`config.mk`:
```
export PLATFORM = sky130hd
export DESIGN_NAME = ftae_flash_table
export DESIGN_NICKNAME = d
export VERILOG_FILES = /design/src/ftae_pkg.sv /design/src/ftae_prog_timer.sv /design/src/ftae_flash_table.sv
export VERILOG_INCLUDE_DIRS = /design/src
export SDC_FILE = /design/constraint.sdc
export NUM_CORES = 1
export LEC_CHECK = 0
export BUFFER_PORTS_ARGS = -buffer_cell sky130_fd_sc_hd__buf_4
export CORE_MARGIN = 8
export CORE_UTILIZATION = 55
export CTS_CLUSTER_DIAMETER = 120
export DETAILED_ROUTE_END_ITERATION = 10
export PLACE_DENSITY = 0.77
export SYNTH_ARGS = -nofsm -noshare
export SYNTH_HDL_FRONTEND = slang
export SYNTH_SLANG_ARGS = --single-unit
```
`constraint.sdc`:
```
create_clock -name aclk -period 6.5 [get_ports aclk]
set_input_delay 0.65 -clock aclk [delete_from_list [all_inputs] [get_ports aclk]]
set_output_delay 0.65 -clock aclk [all_outputs]
set_load 0.01 [all_outputs]
```
`src/ftae_defines.svh`:
```
`ifndef FTAE_DEFINES_SVH
`define FTAE_DEFINES_SVH

// ----------------------------------------------------------------
// Register byte offsets
// ----------------------------------------------------------------
`define FTAE_OFS_PTR_LO     8'h00
`define FTAE_OFS_PTR_HI     8'h04
`define FTAE_OFS_PTR_UP     8'h08
`define FTAE_OFS_LATCH      8'h0c
`define FTAE_OFS_CTRL       8'h10
`define FTAE_OFS_KEY        8'h14
`define FTAE_OFS_TCMD       8'h18
`define FTAE_OFS_STAT       8'h1c

// ----------------------------------------------------------------
// Field positions
// ----------------------------------------------------------------
`define FTAE_CTRL_WR        1
`define FTAE_CTRL_WRITE_ENABLE_BIT      2
`define FTAE_CTRL_WRITE_ABORT_FLAG     3
`define FTAE_CTRL_FREE      4
`define FTAE_TCMD_DIR       0
`define FTAE_TCMD_MODE_LSB  1
`define FTAE_STAT_BUSY      0
`define FTAE_STAT_TBL       1
`define FTAE_UP_W           6
`define FTAE_ROW_LSB        10

// ----------------------------------------------------------------
// Values and timing
// ----------------------------------------------------------------
`define FTAE_KEY1           8'h55
`define FTAE_KEY2           8'haa
`define FTAE_RESP_OKAY      2'h0
`define FTAE_RESP_SLVERR    2'h2
`define FTAE_HOLD_N         64
`define FTAE_CLK_PERIOD_NS  40
`define FTAE_PROG_TIME_NS   1000000
`define FTAE_PROG_CYCLES    ((`FTAE_PROG_TIME_NS + `FTAE_CLK_PERIOD_NS - 1) / `FTAE_CLK_PERIOD_NS)

`endif

```
`src/ftae_pkg.sv`:
```
package ftae_pkg;

   typedef enum logic [1:0] {
      FTAE_PM_KEEP     = 2'h0,
      FTAE_PM_POST_INC = 2'h1,
      FTAE_PM_POST_DEC = 2'h2,
      FTAE_PM_PRE_INC  = 2'h3
   } ftae_pmode_e;

   typedef enum logic [1:0] {
      FTAE_UL_IDLE = 2'h0,
      FTAE_UL_KEY1 = 2'h1,
      FTAE_UL_OPEN = 2'h2
   } ftae_unlock_e;

   typedef enum logic [1:0] {
      FTAE_TB_IDLE  = 2'h0,
      FTAE_TB_ISSUE = 2'h1,
      FTAE_TB_CAPT  = 2'h2
   } ftae_tbl_e;

endpackage : ftae_pkg

```
`src/ftae_prog_timer.sv`:
```
module ftae_prog_timer #(
   parameter int unsigned CYCLES = 25000
) (
   input  wire logic aclk,
   input  wire logic aresetn,
   input  wire logic ce,
   input  wire logic start,
   output logic      busy,
   output logic      done
);

   localparam int unsigned CW = $clog2(CYCLES + 1);

   logic [CW-1:0] cnt_r;
   logic [CW-1:0] cnt_nxt;

   // Start while running is ignored; the caller never restarts a live cycle
   always_comb begin
      cnt_nxt = cnt_r;
      if (start && cnt_r == '0) begin
         cnt_nxt = CW'(CYCLES);
      end else if (cnt_r != '0) begin
         cnt_nxt = cnt_r - CW'(1);
      end
   end

   always_ff @(posedge aclk) begin
      if (!aresetn) begin
         cnt_r <= '0;
      end else if (ce) begin
         cnt_r <= cnt_nxt;
      end
   end

   assign busy = (cnt_r != '0);
   assign done = (cnt_r == CW'(1));

endmodule : ftae_prog_timer

```
`src/ftae_flash_table.sv`:
```
// Contract
// - Pointer is upper:high:low bytes, 22 bits
// - Low 21 bits address program space
// - Top bit selects identification/configuration space
// - Auto adjust touches only low 21 bits
// - Four modes: keep, post-inc, post-dec, pre-inc
// - Table read copies pointed byte to latch
// - Table write stores latch in holding register
// - Program start takes block from bits 21:10
// - Row erase uses bits 21:10, ignores 9:0
// - One byte per table read
// - Pointer bit 0 picks word byte
// - Erase unit is 1024 bytes, never word
// - No bulk erase from running code
// - Erase needs enable, select and unlock keys
// - Stall execution until programming timer expires
// - Start bit set only, hardware clears
// - Hardware clears erase select on completion
// - Abort flag on reset during a timed cycle or improper start
// - Key register stores nothing, reads zero
`include "ftae_defines.svh"

module ftae_flash_table #(
   parameter int unsigned PROG_CYCLES = `FTAE_PROG_CYCLES,
   parameter int unsigned HOLD_N      = `FTAE_HOLD_N
) (
   input  wire logic                      aclk,
   input  wire logic                      aresetn,
   input  wire logic                      ce,
   input  wire logic [7:0]                s_axi_awaddr,
   input  wire logic                      s_axi_awvalid,
   output logic                           s_axi_awready,
   input  wire logic [31:0]               s_axi_wdata,
   input  wire logic [3:0]                s_axi_wstrb,
   input  wire logic                      s_axi_wvalid,
   output logic                           s_axi_wready,
   output logic [1:0]                     s_axi_bresp,
   output logic                           s_axi_bvalid,
   input  wire logic                      s_axi_bready,
   input  wire logic [7:0]                s_axi_araddr,
   input  wire logic                      s_axi_arvalid,
   output logic                           s_axi_arready,
   output logic [31:0]                    s_axi_rdata,
   output logic [1:0]                     s_axi_rresp,
   output logic                           s_axi_rvalid,
   input  wire logic                      s_axi_rready,
   output logic                           mem_rd_en,
   output logic [19:0]                    mem_word_addr,
   output logic                           mem_cfg_sel,
   input  wire logic [15:0]               mem_rdata,
   output logic                           erase_req,
   output logic                           prog_req,
   output logic [11:0]                    row_addr,
   output logic                           cpu_stall,
   input  wire logic [$clog2(HOLD_N)-1:0] hold_idx,
   output logic [7:0]                     hold_byte
);

   localparam int unsigned HW = $clog2(HOLD_N);

   // ----------------------------------------------------------------
   // Helpers
   // ----------------------------------------------------------------
   function automatic logic [21:0] ftae_adj(input logic [21:0] p, input logic dec);
      ftae_adj = {p[21], dec ? 21'(p[20:0] - 21'h1) : 21'(p[20:0] + 21'h1)};
   endfunction : ftae_adj

   function automatic logic ftae_hit(input logic [7:0] a);
      ftae_hit = (a[7:5] == 3'h0) && (a[1:0] == 2'h0);
   endfunction : ftae_hit

   // ----------------------------------------------------------------
   // State
   // ----------------------------------------------------------------
   logic                 aw_ok_r, aw_ok_nxt, w_ok_r, w_ok_nxt;
   logic [7:0]           aw_addr_r, aw_addr_nxt;
   logic [31:0]          w_data_r, w_data_nxt;
   logic [3:0]           w_strb_r, w_strb_nxt;
   logic                 awready_r, awready_nxt, wready_r, wready_nxt;
   logic                 bvalid_r, bvalid_nxt, rvalid_r, rvalid_nxt;
   logic                 arready_r, arready_nxt;
   logic [1:0]           bresp_r, bresp_nxt, rresp_r, rresp_nxt;
   logic [31:0]          rdata_r, rdata_nxt;
   logic [21:0]          ptr_r, ptr_nxt;
   logic [7:0]           latch_r, latch_nxt;
   logic                 wr_r, wr_nxt, write_enable_bit_r, write_enable_bit_nxt, free_r, free_nxt;
   logic                 write_abort_flag_r, write_abort_flag_nxt, erase_op_r, erase_op_nxt;
   logic                 rst_d_r, rst_d_nxt, stall_r, stall_nxt;
   ftae_pkg::ftae_unlock_e ul_r, ul_nxt;
   ftae_pkg::ftae_tbl_e  tbl_r, tbl_nxt;
   logic                 byte_sel_r, byte_sel_nxt;
   logic                 rd_en_r, rd_en_nxt, cfg_r, cfg_nxt;
   logic [19:0]          maddr_r, maddr_nxt;
   logic                 erase_req_r, erase_req_nxt, prog_req_r, prog_req_nxt;
   logic [11:0]          row_r, row_nxt;
   logic [7:0]           hold_q_r;
   logic [7:0]           hold_mem [HOLD_N];
   logic                 hold_we;
   logic [HW-1:0]        hold_wi;
   logic                 wr_fire, lane0, refuse, tcmd_go, ctrl_go, start_ok;
   ftae_pkg::ftae_pmode_e cmd_mode;
   logic [21:0]          op_addr;
   logic [31:0]          ctrl_rd;
   logic [7:0]           wd;
   logic                 tmr_busy, tmr_done;

   ftae_prog_timer #(
      .CYCLES (PROG_CYCLES)
   ) u_timer (
      .aclk    (aclk),
      .aresetn (aresetn),
      .ce      (ce),
      .start   (start_ok),
      .busy    (tmr_busy),
      .done    (tmr_done)
   );

   // ----------------------------------------------------------------
   // Write decode shared by bus and core
   // ----------------------------------------------------------------
   always_comb begin
      wd       = w_data_r[7:0];
      wr_fire  = aw_ok_r && w_ok_r && !bvalid_r;
      lane0    = w_strb_r[0];
      cmd_mode = ftae_pkg::ftae_pmode_e'(wd[`FTAE_TCMD_MODE_LSB +: 2]);
      // Table access is refused while a timed cycle or a read is live
      refuse   = ((aw_addr_r == `FTAE_OFS_TCMD) && (wr_r || tbl_r != ftae_pkg::FTAE_TB_IDLE))
              || ((aw_addr_r == `FTAE_OFS_CTRL) && wr_r);
      tcmd_go  = wr_fire && lane0 && !refuse && aw_addr_r == `FTAE_OFS_TCMD;
      ctrl_go  = wr_fire && lane0 && !refuse && aw_addr_r == `FTAE_OFS_CTRL;
      start_ok = ctrl_go && wd[`FTAE_CTRL_WR] && wd[`FTAE_CTRL_WRITE_ENABLE_BIT]
              && ul_r == ftae_pkg::FTAE_UL_OPEN;
      op_addr  = (cmd_mode == ftae_pkg::FTAE_PM_PRE_INC) ? ftae_adj(ptr_r, 1'b0) : ptr_r;
      ctrl_rd  = 32'h0;
      ctrl_rd[`FTAE_CTRL_WR]    = wr_r;
      ctrl_rd[`FTAE_CTRL_WRITE_ENABLE_BIT]  = write_enable_bit_r;
      ctrl_rd[`FTAE_CTRL_WRITE_ABORT_FLAG] = write_abort_flag_r;
      ctrl_rd[`FTAE_CTRL_FREE]  = free_r;
   end

   // ----------------------------------------------------------------
   // AXI4-Lite slave
   // ----------------------------------------------------------------
   always_comb begin
      aw_ok_nxt   = aw_ok_r;
      aw_addr_nxt = aw_addr_r;
      w_ok_nxt    = w_ok_r;
      w_data_nxt  = w_data_r;
      w_strb_nxt  = w_strb_r;
      bvalid_nxt  = bvalid_r;
      bresp_nxt   = bresp_r;
      rvalid_nxt  = rvalid_r;
      rresp_nxt   = rresp_r;
      rdata_nxt   = rdata_r;
      if (s_axi_awvalid && awready_r) begin
         aw_ok_nxt   = 1'b1;
         aw_addr_nxt = s_axi_awaddr;
      end
      if (s_axi_wvalid && wready_r) begin
         w_ok_nxt   = 1'b1;
         w_data_nxt = s_axi_wdata;
         w_strb_nxt = s_axi_wstrb;
      end
      if (bvalid_r && s_axi_bready) begin
         bvalid_nxt = 1'b0;
      end
      if (wr_fire) begin
         aw_ok_nxt  = 1'b0;
         w_ok_nxt   = 1'b0;
         bvalid_nxt = 1'b1;
         bresp_nxt  = (!ftae_hit(aw_addr_r) || refuse) ? `FTAE_RESP_SLVERR : `FTAE_RESP_OKAY;
      end
      if (rvalid_r && s_axi_rready) begin
         rvalid_nxt = 1'b0;
      end
      if (s_axi_arvalid && arready_r) begin
         rvalid_nxt = 1'b1;
         rresp_nxt  = ftae_hit(s_axi_araddr) ? `FTAE_RESP_OKAY : `FTAE_RESP_SLVERR;
         unique case (s_axi_araddr)
            `FTAE_OFS_PTR_LO: rdata_nxt = {24'h0, ptr_r[7:0]};
            `FTAE_OFS_PTR_HI: rdata_nxt = {24'h0, ptr_r[15:8]};
            `FTAE_OFS_PTR_UP: rdata_nxt = {26'h0, ptr_r[21:16]};
            `FTAE_OFS_LATCH:  rdata_nxt = {24'h0, latch_r};
            `FTAE_OFS_CTRL:   rdata_nxt = ctrl_rd;
            `FTAE_OFS_STAT:   rdata_nxt = {30'h0, tbl_r != ftae_pkg::FTAE_TB_IDLE, wr_r};
            default:          rdata_nxt = 32'h0;
         endcase
      end
      awready_nxt = !aw_ok_nxt;
      wready_nxt  = !w_ok_nxt;
      arready_nxt = !rvalid_nxt;
   end

   always_ff @(posedge aclk) begin
      if (!aresetn) begin
         aw_ok_r   <= 1'b0;
         aw_addr_r <= 8'h0;
         w_ok_r    <= 1'b0;
         w_data_r  <= 32'h0;
         w_strb_r  <= 4'h0;
         awready_r <= 1'b0;
         wready_r  <= 1'b0;
         arready_r <= 1'b0;
         bvalid_r  <= 1'b0;
         bresp_r   <= 2'h0;
         rvalid_r  <= 1'b0;
         rresp_r   <= 2'h0;
         rdata_r   <= 32'h0;
      end else if (ce) begin
         aw_ok_r   <= aw_ok_nxt;
         aw_addr_r <= aw_addr_nxt;
         w_ok_r    <= w_ok_nxt;
         w_data_r  <= w_data_nxt;
         w_strb_r  <= w_strb_nxt;
         awready_r <= awready_nxt;
         wready_r  <= wready_nxt;
         arready_r <= arready_nxt;
         bvalid_r  <= bvalid_nxt;
         bresp_r   <= bresp_nxt;
         rvalid_r  <= rvalid_nxt;
         rresp_r   <= rresp_nxt;
         rdata_r   <= rdata_nxt;
      end
   end

   // ----------------------------------------------------------------
   // Pointer, table access, unlock and timed cycle
   // ----------------------------------------------------------------
   always_comb begin
      ptr_nxt       = ptr_r;
      latch_nxt     = latch_r;
      wr_nxt        = wr_r;
      write_enable_bit_nxt      = write_enable_bit_r;
      free_nxt      = free_r;
      write_abort_flag_nxt     = write_abort_flag_r;
      erase_op_nxt  = erase_op_r;
      stall_nxt     = stall_r;
      ul_nxt        = ul_r;
      tbl_nxt       = tbl_r;
      byte_sel_nxt  = byte_sel_r;
      rd_en_nxt     = 1'b0;
      cfg_nxt       = cfg_r;
      maddr_nxt     = maddr_r;
      erase_req_nxt = 1'b0;
      prog_req_nxt  = 1'b0;
      row_nxt       = row_r;
      rst_d_nxt     = 1'b0;
      hold_we       = 1'b0;
      hold_wi       = op_addr[HW-1:0];
      unique case (tbl_r)
         ftae_pkg::FTAE_TB_IDLE:  tbl_nxt = tbl_r;
         ftae_pkg::FTAE_TB_ISSUE: tbl_nxt = ftae_pkg::FTAE_TB_CAPT;
         ftae_pkg::FTAE_TB_CAPT: begin
            latch_nxt = byte_sel_r ? mem_rdata[15:8] : mem_rdata[7:0];
            tbl_nxt   = ftae_pkg::FTAE_TB_IDLE;
         end
         default: tbl_nxt = ftae_pkg::FTAE_TB_IDLE;
      endcase
      if (wr_fire) begin
         // Any other write between the keys breaks the unlock
         ul_nxt = ftae_pkg::FTAE_UL_IDLE;
      end
      if (wr_fire && lane0 && !refuse) begin
         unique case (aw_addr_r)
            `FTAE_OFS_PTR_LO: ptr_nxt[7:0]   = wd;
            `FTAE_OFS_PTR_HI: ptr_nxt[15:8]  = wd;
            `FTAE_OFS_PTR_UP: ptr_nxt[21:16] = wd[`FTAE_UP_W-1:0];
            `FTAE_OFS_LATCH:  latch_nxt      = wd;
            `FTAE_OFS_KEY: begin
               // Keys pass straight into the sequencer and are never stored
               if (wd == `FTAE_KEY1) begin
                  ul_nxt = ftae_pkg::FTAE_UL_KEY1;
               end else if (wd == `FTAE_KEY2 && ul_r == ftae_pkg::FTAE_UL_KEY1) begin
                  ul_nxt = ftae_pkg::FTAE_UL_OPEN;
               end
            end
            default: ;
         endcase
      end
      if (ctrl_go) begin
         write_enable_bit_nxt  = wd[`FTAE_CTRL_WRITE_ENABLE_BIT];
         free_nxt  = wd[`FTAE_CTRL_FREE];
         write_abort_flag_nxt = wd[`FTAE_CTRL_WRITE_ABORT_FLAG];
         if (start_ok) begin
            wr_nxt        = 1'b1;
            write_abort_flag_nxt     = 1'b1;
            stall_nxt     = 1'b1;
            erase_op_nxt  = wd[`FTAE_CTRL_FREE];
            // Only a single row is ever erased from here
            row_nxt       = ptr_r[21:`FTAE_ROW_LSB];
            erase_req_nxt = wd[`FTAE_CTRL_FREE];
            prog_req_nxt  = !wd[`FTAE_CTRL_FREE];
         end else if (wd[`FTAE_CTRL_WR]) begin
            write_abort_flag_nxt = 1'b1;
         end
      end
      if (tcmd_go) begin
         unique case (cmd_mode)
            ftae_pkg::FTAE_PM_KEEP:     ptr_nxt = ptr_r;
            ftae_pkg::FTAE_PM_POST_DEC: ptr_nxt = ftae_adj(ptr_r, 1'b1);
            ftae_pkg::FTAE_PM_POST_INC,
            ftae_pkg::FTAE_PM_PRE_INC:  ptr_nxt = ftae_adj(ptr_r, 1'b0);
         endcase
         if (wd[`FTAE_TCMD_DIR]) begin
            hold_we = 1'b1;
         end else begin
            tbl_nxt      = ftae_pkg::FTAE_TB_ISSUE;
            rd_en_nxt    = 1'b1;
            maddr_nxt    = op_addr[20:1];
            cfg_nxt      = op_addr[21];
            byte_sel_nxt = op_addr[0];
         end
      end
      if (tmr_done) begin
         wr_nxt    = 1'b0;
         write_abort_flag_nxt = 1'b0;
         stall_nxt = 1'b0;
         if (erase_op_r) begin
            free_nxt = 1'b0;
         end
      end
      if (!aresetn) begin
         // A reset landing in a timed cycle leaves the abort flag up
         rst_d_nxt = 1'b1;
         if (wr_r) begin
            write_abort_flag_nxt = 1'b1;
         end else if (!rst_d_r) begin
            write_abort_flag_nxt = 1'b0;
         end
      end
   end

   always_ff @(posedge aclk) begin
      if (!aresetn) begin
         ptr_r       <= 22'h0;
         latch_r     <= 8'h0;
         wr_r        <= 1'b0;
         write_enable_bit_r      <= 1'b0;
         free_r      <= 1'b0;
         write_abort_flag_r     <= write_abort_flag_nxt;
         erase_op_r  <= 1'b0;
         stall_r     <= 1'b0;
         rst_d_r     <= 1'b1;
         ul_r        <= ftae_pkg::FTAE_UL_IDLE;
         tbl_r       <= ftae_pkg::FTAE_TB_IDLE;
         byte_sel_r  <= 1'b0;
         rd_en_r     <= 1'b0;
         cfg_r       <= 1'b0;
         maddr_r     <= 20'h0;
         erase_req_r <= 1'b0;
         prog_req_r  <= 1'b0;
         row_r       <= 12'h0;
      end else if (ce) begin
         ptr_r       <= ptr_nxt;
         latch_r     <= latch_nxt;
         wr_r        <= wr_nxt;
         write_enable_bit_r      <= write_enable_bit_nxt;
         free_r      <= free_nxt;
         write_abort_flag_r     <= write_abort_flag_nxt;
         erase_op_r  <= erase_op_nxt;
         stall_r     <= stall_nxt;
         rst_d_r     <= rst_d_nxt;
         ul_r        <= ul_nxt;
         tbl_r       <= tbl_nxt;
         byte_sel_r  <= byte_sel_nxt;
         rd_en_r     <= rd_en_nxt;
         cfg_r       <= cfg_nxt;
         maddr_r     <= maddr_nxt;
         erase_req_r <= erase_req_nxt;
         prog_req_r  <= prog_req_nxt;
         row_r       <= row_nxt;
      end
   end

   // Holding registers keep their contents across reset and cycles
   always_ff @(posedge aclk) begin
      if (ce && hold_we) begin
         hold_mem[hold_wi] <= latch_r;
      end
      if (!aresetn) begin
         hold_q_r <= 8'h0;
      end else if (ce) begin
         hold_q_r <= hold_mem[hold_idx];
      end
   end

   assign s_axi_awready = awready_r;
   assign s_axi_wready  = wready_r;
   assign s_axi_bvalid  = bvalid_r;
   assign s_axi_bresp   = bresp_r;
   assign s_axi_arready = arready_r;
   assign s_axi_rvalid  = rvalid_r;
   assign s_axi_rresp   = rresp_r;
   assign s_axi_rdata   = rdata_r;
   assign mem_rd_en     = rd_en_r;
   assign mem_word_addr = maddr_r;
   assign mem_cfg_sel   = cfg_r;
   assign erase_req     = erase_req_r;
   assign prog_req      = prog_req_r;
   assign row_addr      = row_r;
   assign cpu_stall     = stall_r;
   assign hold_byte     = hold_q_r;
endmodule : ftae_flash_table

```
# Word-level counts from Yosys, hierarchy flattened
# Memory sizes are Yosys's and may differ from the RTL's. A register that Yosys moved wholly into a read port is not among the register bits.
# Cells that the tools add are included.
classes:
  n_reduce_logical: 66
  addsub: 3
  n_eq_ne: 25
  muxes: 57
  bitwise_logic: 1
ops:
  columns: ["op", "count"]
  rows:
  - ["$mux 8", 6]
  - ["$pmux 8 s6", 1]
  - ["$mux 22", 2]
  - ["$pmux 21 s2", 1]
  - ["$eq 8x5->1 const B", 5]
  - ["$mux 1", 33]
  - ["$eq 8x4->1 const B", 4]
  - ["$mux 15", 2]
  - ["$add 21x1->21 const B", 1]
  - ["$logic_and 1x1->1", 21]
  - ["$mux 21", 1]
  - ["$sub 21x1->21 const B", 1]
  - ["$mux 2", 9]
  - ["$reduce_bool 2->1", 9]
  - ["$eq 8x3->1 const B", 2]
  - ["$logic_not 8->1", 2]
  - ["$eq 15x1->1 const B", 1]
  - ["$logic_not 15->1", 1]
  - ["$reduce_bool 15->1", 1]
  - ["$sub 15x1->15 const B", 1]
  - ["$reduce_and 2->1", 7]
  - ["$reduce_and 4->1", 3]
  - ["$reduce_and 3->1", 3]
  - ["$eq 2x2->1 const B", 4]
  - ["14 further kinds", 31]
word_totals:
  out_inout_bits: 86
  n_memories: 1
  mem_bits_rw: 512
  reg_bits: 152
  inputBits: 82
  elab_cells: 187
memory_table:
  columns: ["memory", "depth", "width", "read_ports", "rd_ports_with_merged_regs", "write_ports", "line", "text"]
  rows:
  - ["hold_mem", 64, 8, 1, 1, 1, "ftae_flash_table.sv:97", "logic [7:0] hold_mem [HOLD_N];"]

# Longest topological paths before layout
# Gate-level depths: netlist of the first run.
depth:
  word_depth: 18
  ltp_mapped: 9
  mapped_depth_nobuf: 8

# Modules after synthesis
# Synthesis of the first run repeated with hierarchy kept, for this count alone.
hier_totals:
  cells_unflattened: 1864
  area_unflattened_um2: 27542.7
by_module_without_submodules:
  columns: ["module", "area_each_um2", "cells_per_inst", "instances", "seq_area_each_um2"]
  rows:
  - ["ftae_flash_table", 26598.0, 1762, 1, 17767.0]
  - ["ftae_prog_timer", 944.7, 102, 1, 300.3]

# Least setup slack after synthesis of the first run
# No wires, ideal clock.
synth_path:
  path_type: "input to register"
  startpoint: "input hold_idx[0]"
  endpoint: "register hold_q_r[2] (netlist: hold_byte[2]) (read register of hold_mem)"
  n_path_buf: 2
  arrival_time_ns: 2.486
  stages: 7
  required_ns: 6.378
  setup_slack_ns: 3.892
  setup_time_ns: 0.122
  cell_sequence: "buf_1 > buf_2 > mux4_2 > nor2b_1 > a21oi_1 > nand4_1 > a221o_1"
synth_lines:
  columns: ["element", "line", "text"]
  rows:
  - ["start, declared", "ftae_flash_table.sv:55", "input wire logic [$clog2(HOLD_N)-1:0] hold_idx,"]
  - ["end, declared", "ftae_flash_table.sv:96", "logic [7:0] hold_q_r;"]

# Worst setup path after layout of the first run
layout_path:
  startpoint: "register w_data_r[1]"
  endpoint: "memory hold_mem[63][2], enable pin"
layout_between:
  elab_chain_cells: 2
layout_lines:
  columns: ["element", "line", "text"]
  rows:
  - ["start, declared", "ftae_flash_table.sv:77", "logic [31:0] w_data_r, w_data_nxt;"]
  - ["start signal, assigned", "ftae_flash_table.sv:213", "w_data_r <= w_data_nxt;"]
  - ["$eq 2x2->1", "ftae_flash_table.sv:133", "op_addr = (cmd_mode == ftae_pkg::FTAE_PM_PRE_INC) ? ftae_adj(ptr_r, 1'b0) : ptr_r;"]
  - ["$mux 21", "ftae_flash_table.sv:133", null]
  - ["end, declared", "ftae_flash_table.sv:97", null]
# No other way between the ends.

==> results of run 1 <==
## flip-flops by register name, indices dropped and copies added, names as in the netlist, 2 cells and up
| signal | flops |
|---|---|
| hold_mem | 512 |
| s_axi_rdata | 8 |
| u_timer.cnt_r | 15 |
| w_data_r | 8 |
| aw_addr_r | 8 |
| hold_byte | 8 |
| mem_word_addr | 20 |
| row_addr | 12 |
| ul_r | 2 |
| tbl_r | 2 |
| latch_r | 8 |
| ptr_r | 22 |
## layout by cell type (no fill, tap or decap), drive strengths merged, types with 5 or more instances in the layout
master / instances
buf: 134
or4: 6
a31oi: 23
nor4: 17
clkinv: 27
nand2: 141
nor2: 154
conb: 26
o21a: 5
xnor2: 19
a211oi: 31
o21ai: 47
and3: 36
nand3: 46
mux2i: 153
clkbuf: 85
o22ai: 6
inv: 19
and2: 10
a22oi: 72
nand4: 27
nor2b: 25
dfxtp: 133
nand4b: 5
nand3b: 5
a221o: 8
or2: 5
nor3: 21
o31ai: 12
or3: 9
nand2b: 39
mux4: 65
a21oi: 91
xor2: 20
edfxtp: 513
## worst max-delay path: stages, from the launching register on
cell and delay, ns:
dfxtp_1 0.44, buf_4 0.34, and2_1 0.65, nand2_1 0.18
nor2_1 0.22, xor2_1 0.33, nand3_1 0.52, nor2_1 0.80
## report_power, final
| part | switching (mW) | total (mW) | internal, mW |
|---|---|---|---|
| combinational | 0.442 | 0.718 | 0.276 |
| clock | 1.53 | 3.56 | 2.02 |
| sequential | 0.0603 | 4.58 | 4.52 |
## metrics by stage
step | total power, mW | util (%) | std cells | setup slack, ns | instance area, µm²
3_3_place_gp | 5.35 | 58.4 | 2651 | 2.78 | 28600
2_1_floorplan | 5.18 | - | 2005 | 3.89 | 27400
3_5_place_dp | 5.38 | 58.4 | 2651 | 2.67 | 28600
6_report | 8.85 | 62.5 | 2769 | 2.63 | 30700
4_1_cts | 8.90 | 62.5 | 2769 | 2.66 | 30700
5_1_grt | 9.13 | 62.5 | 2769 | 2.36 | 30700
## final cells by class
class	count	area (µm²)	area share, %
sequential	646	18100	59.0
clock inverter	34	262	0.853
timing repair buffer	135	1030	3.37
tap	664	831	2.71
multi-input combinational	1189	8620	28.1
inverter	17	63.8	0.208
clock buffer	84	1770	5.78
## metal layers
metal	global-route usage, %	vias up	part of all wire, %	wire length (µm)
met1	29.1	8355	39	25200
met5	0	-	0	0
li1	-	7702	-	-
met3	4.63	143	8.5	5490
met2	37.3	779	49	31500
met4	8.06	0	3.4	2210
## cell families after synthesis
family	Yosys count	share of synthesized area (%)
simple gates	559	10.3
compound gates	340	8.35
fa+ha+maj	4	0.183
buf+inv	170	2.81
flops	646	66.1
xor+xnor	39	1.25
other cells	1	0.0137
mux	221	11.1
## worst paths after layout
| path | start | to | slack (ns) | cells past startpoint |
|---|---|---|---|---|
| max reg2reg | w_data_r[1] | hold_mem[63][2] | 2.63 | 7 |
| min | s_axi_wdata[5] | w_data_r[5] | 0.31 | 3 |
| min reg2reg | row_addr[6] | row_addr[6] | 0.46 | 2 |
| max | w_data_r[1] | hold_mem[63][2] | 2.63 | 7 |
==> summary.md, run 1 <==
| Metric | Value |
|---|---|
| First-pass GRT wire length | 99,400 µm |
| Final Hold Viols | 0 |
| Skew-Pair Late Insertion Delay | 0.60 ns |
| Post-synthesis area per instance | around 14 µm² |
| Area Growth Syn to Fin | 12.1% |
| Placer's final routability congestion estimate | 0.896 |
| Synth Flop Type | edfxtp_1 |
| Total GRT Usage | approximately 22% |
| Row cnt | 81 |
| GR Overflow Total | 0 |
| Largest net degree at the start of global routing | 74 |
| Ant. Diodes | 0 |
| Number of synthesized flops with an enable pin | 513 |
| Slew HR | between 20% and 30% |
| Dominant cell type by area after synthesis | edfxtp_1 |
| Hold Crit Class | input pin to flip-flop |
| CTS Buffer Depth | 3 |
| Worst-path clk slew | 0.06 ns |
| Die H | 239 µm |
| PwrDens | 289 mW/mm² |
| Share of cells above drive strength 1 | 15.5% |
| Distinct cells, synth | 77 |
| Initial Util | 55.8% |
| H-tree depth | 3 |
| Fmax | 258 MHz |
| Vias in the first global route | 17,100 |
| DPL Wire Length | 40,500 µm |
| Post-CTS Setup Bufs | 0 |
| Initial DRC Count | between 1,500 and 2,000 |
| CTS tree | built |
| CP Data Arrival Time | 4.09 ns |
| Final setup fails | 0 |
| Top Ports | 168 |
| Status | finished clean |
| Most frequent cell after synthesis | edfxtp_1 |
| Clk Tree Root Cell | clkbuf_16 |
| Synth top area share | between 50% and 60% |
| Peak supply drop | between 0.2 and 0.25 mV |
| Final net count | 2,141 |
| Seq/Total Area, Yosys | roughly two thirds |
| DRC errors left | 0 |
| Critical Path Sink Type | flip-flop |
| Core area | 0.0491 mm² |
| # port buffers | 114 |
| WS Path Type | flip-flop to flip-flop |
| Post-synth ARST share | 0% |
| Max-Cap Viols | 0 |
| Fill cells | 3,632 |
| Hold_buf cts | 0 |
| Slew @ Worst Pin | 1.18 ns |
| RSZ-0062 raised after global routing | false |
| TritonCTS Buffers | 66 |
| Synth area leaders | edfxtp_1, dfxtp_1, mux2i_1, mux4_2, nor2_1 |
| WL/cell | 23.2 µm |
| Period utilisation layout | 59.5% |
| Antenna violations before repair | 0 |
| Die width | about 240 µm |
| Crit Path Max Fanout | 28 |
| Fin Hold WS | 0.310 ns |
| Total Neg Setup Slack | 0 ns |
| Minimum clock period after layout | between 3 and 4 ns |
| Critical Path RT | 6.72 ns |
| Final Skew | around 0.036 ns |
| Total of warnings raised by yosys | 0 |
| #FFs+latches synth | around 650 |
| Startpoint types | flip-flop |
| Fin. max-slew vios | 0 |
| CTS-repair resized insts | 0 |
| Commonest cells post-synth | edfxtp_1, nor2_1, mux2i_1 |
| Leak | 10.6 nW |
| TritonCTS Sinks | around 650 |
| Post-route ant nets | 0 |
| Synth Instances | 1,980 |
| Via density | 6.13 |
| Syn Std Cell Area | 0.0274 mm² |
| Vias post-DR | 17,000 |
| Full die area | roughly 0.057 mm² |
| Routed WL | ~64,000 µm |
| Drt first pass iters | 6 |
(Power assumes the default switching activity.)
==> run 2, diff against run 1 <==
==> constraint.sdc (replaced) <==
create_clock -name aclk -period 3.9 [get_ports aclk]
set_input_delay 0.39 -clock aclk [delete_from_list [all_inputs] [get_ports aclk]]
set_output_delay 0.39 -clock aclk [all_outputs]
set_load 0.01 [all_outputs]
==> run 2 against run 1 <==
  * Routed wire length increased by 2.8%
  * Cell count increased by 2.2%
  * Critical endpoint is now hold_mem[34][1]
  * Via count increased by 3.0%
  * Combinational power increased by 70%
==> summary.md, run 2 (synthesis gave the netlist of run 1 again) <==
| Metric | Value |
|---|---|
| Largest register FFs | 512 |
| Buf/Inv on CP | 0 |
| CP Cell Sequence | nand2_1 -> nor3_1 -> xor2_1 -> nand3_1 -> nor2_1 |
| Leak | 11.0 nW |
| Ant. Diodes | 0 |
| Via density | slightly above 6 |
| Core area | between 0.04 and 0.05 mm² |
| Worst-path clk slew | 0.06 ns |
| DPL Wire Length | 41,600 µm |
| CP Data Arrival Time | around 3.6 ns |
| Initial Util | 55.8% |
| Crit-path leading delay family | simple AND/OR/NAND/NOR gates |
| Area of the multi-input gates | 0.00862 mm² |
| Dpl ws | 0.624 ns |
| Startpoint types | flip-flop |
| Fmax | 298 MHz |
| Fill cells | 3,532 |
| Critical Path RT | 4.12 ns |
| Setup ws final | 0.547 ns |
| Drt first pass iters | 7 |
| Largest Register | hold_mem |
| WL/cell | 23.4 µm |
| Vias post-DR | 17,500 |
| Post-layout util | 63.9% |
| Clk Tree Root Cell | clkbuf_16 |
| Placer's final routability congestion estimate | 0.908 |
| Post-route ant nets | 0 |
| Final Skew | 0.0427 ns |
| TritonCTS Buffers | 67 |
| Die H | 239 µm |
| Post-Place Cell Area | 0.0291 mm² |
| GR Overflow Total | 0 |
| Post-CTS Setup Bufs | 0 |
| Fin Hold WS | between 0.04 and 0.05 ns |
| Row cnt | 81 |
| RSZ-0062 raised after global routing | false |
| Area Growth Syn to Fin | 14.6% |
| Slew @ Worst Pin | 1.17 ns |
| Slew HR | 21.7% |
| Hold Crit Class | input pin to flip-flop |
| Antenna violations before repair | 0 |
| Peak supply drop | 0.536 mV |
| Period utilisation layout | a little under nine tenths |
| # port buffers | 114 |
| WS Path Type | flip-flop to flip-flop |
| Vias in the first global route | 17,400 |
| DRC errors left | 0 |
| Status | finished clean |
| Max-Cap Viols | 0 |
| Full die area | 0.0571 mm² |
| Total Neg Setup Slack | 0 ns |
| Max incr delay on CP | 0.72 ns |
| Hold_buf cts | 0 |
| Initial DRC Count | 1,720 |
| R2R setup slack | 0.55 ns |
| Crit Path Max Fanout | 17 |
| Fin. max-slew vios | 0 |
| Storage cell area | 0.0181 mm² |
| Share of cells above drive strength 1 | 18.3% |
| CTS-repair resized insts | 0 |
| First-pass GRT wire length | about 100,000 µm |
| Critical Path Sink Type | flip-flop |
| Final net count | 2,199 |
| Total GRT Usage | 23.0% |
| CTS tree | built |
| Most frequent cells in the layout | edfxtp_1, buf_4, mux2i_1, nor2_1, nand2_1 |
| Final Hold Viols | 0 |
| Top Ports | 168 |
| Minimum clock period after layout | roughly 3.4 ns |
| Largest net degree at the start of global routing | 67 |
| Skew-Pair Late Insertion Delay | around 0.61 ns |
| Commonest non-fill, non-tap cell in the layout | edfxtp_1 |
| Routed WL | 66,200 µm |
| H-tree depth | 3 |
| TritonCTS Sinks | 646 |
| Cell area after layout | 0.0314 mm² |
| Final setup fails | 0 |
| CTS Buffer Depth | 3 |
| PwrDens | roughly 490 mW/mm² |
| Die width | 239 µm |
| Slowest CP cell | nor2_1 |
run 2: through the flow:
stage	cells	power [mW]
after floorplan	2005	8.63
after global placement	2708	8.94
after detailed placement	2708	8.99
after CTS	2831	15.4
after global routing	2831	15.8
final	2831	15.3
run 2: worst min-delay path: cells and delay by family:
family / cells / cell delay [ns]
buf+inv: 1 / 0.11
compound gates: 1 / 0.05
simple gates: 1 / 0.05
run 2: per-layer routing:
layer  routed length (µm)  vias to the layer above  GRT usage, %
met5                    0                        -             0
met3                 5790                      167          4.47
met4                 2640                        0          9.78
li1                     -                     7816             -
met2                32400                      890          38.4
met1                25400                     8612          29.3
run 2: layout make-up:
type,count,area share (%)
clock inverters,38,1.48
well taps,664,2.65
repair buffers,192,4.86
inverters,17,0.204
clock buffers,85,5.66
multi-input cells,1189,27.5
flip-flops and latches,646,57.7
run 2: path summary, 6_finish.rpt:
path	depth (start not counted)	endpoint	from
worst min register to register	1	rst_d_r	rst_d_r
worst max register to register	5	hold_mem[34][1]	ptr_r[0]
worst max-delay path	5	hold_mem[34][1]	ptr_r[0]
worst min-delay path	3	aw_addr_r[1]	s_axi_awaddr[1]
run 2: report_power, final:
group          total, mW  internal (mW)  leakage (nW)  switching, mW
clock network       6.44           3.80          1.09           2.64
logic               1.22          0.481          4.01          0.741
registers           7.64           7.53          5.93          0.114
total               15.3           11.8          11.0           3.49
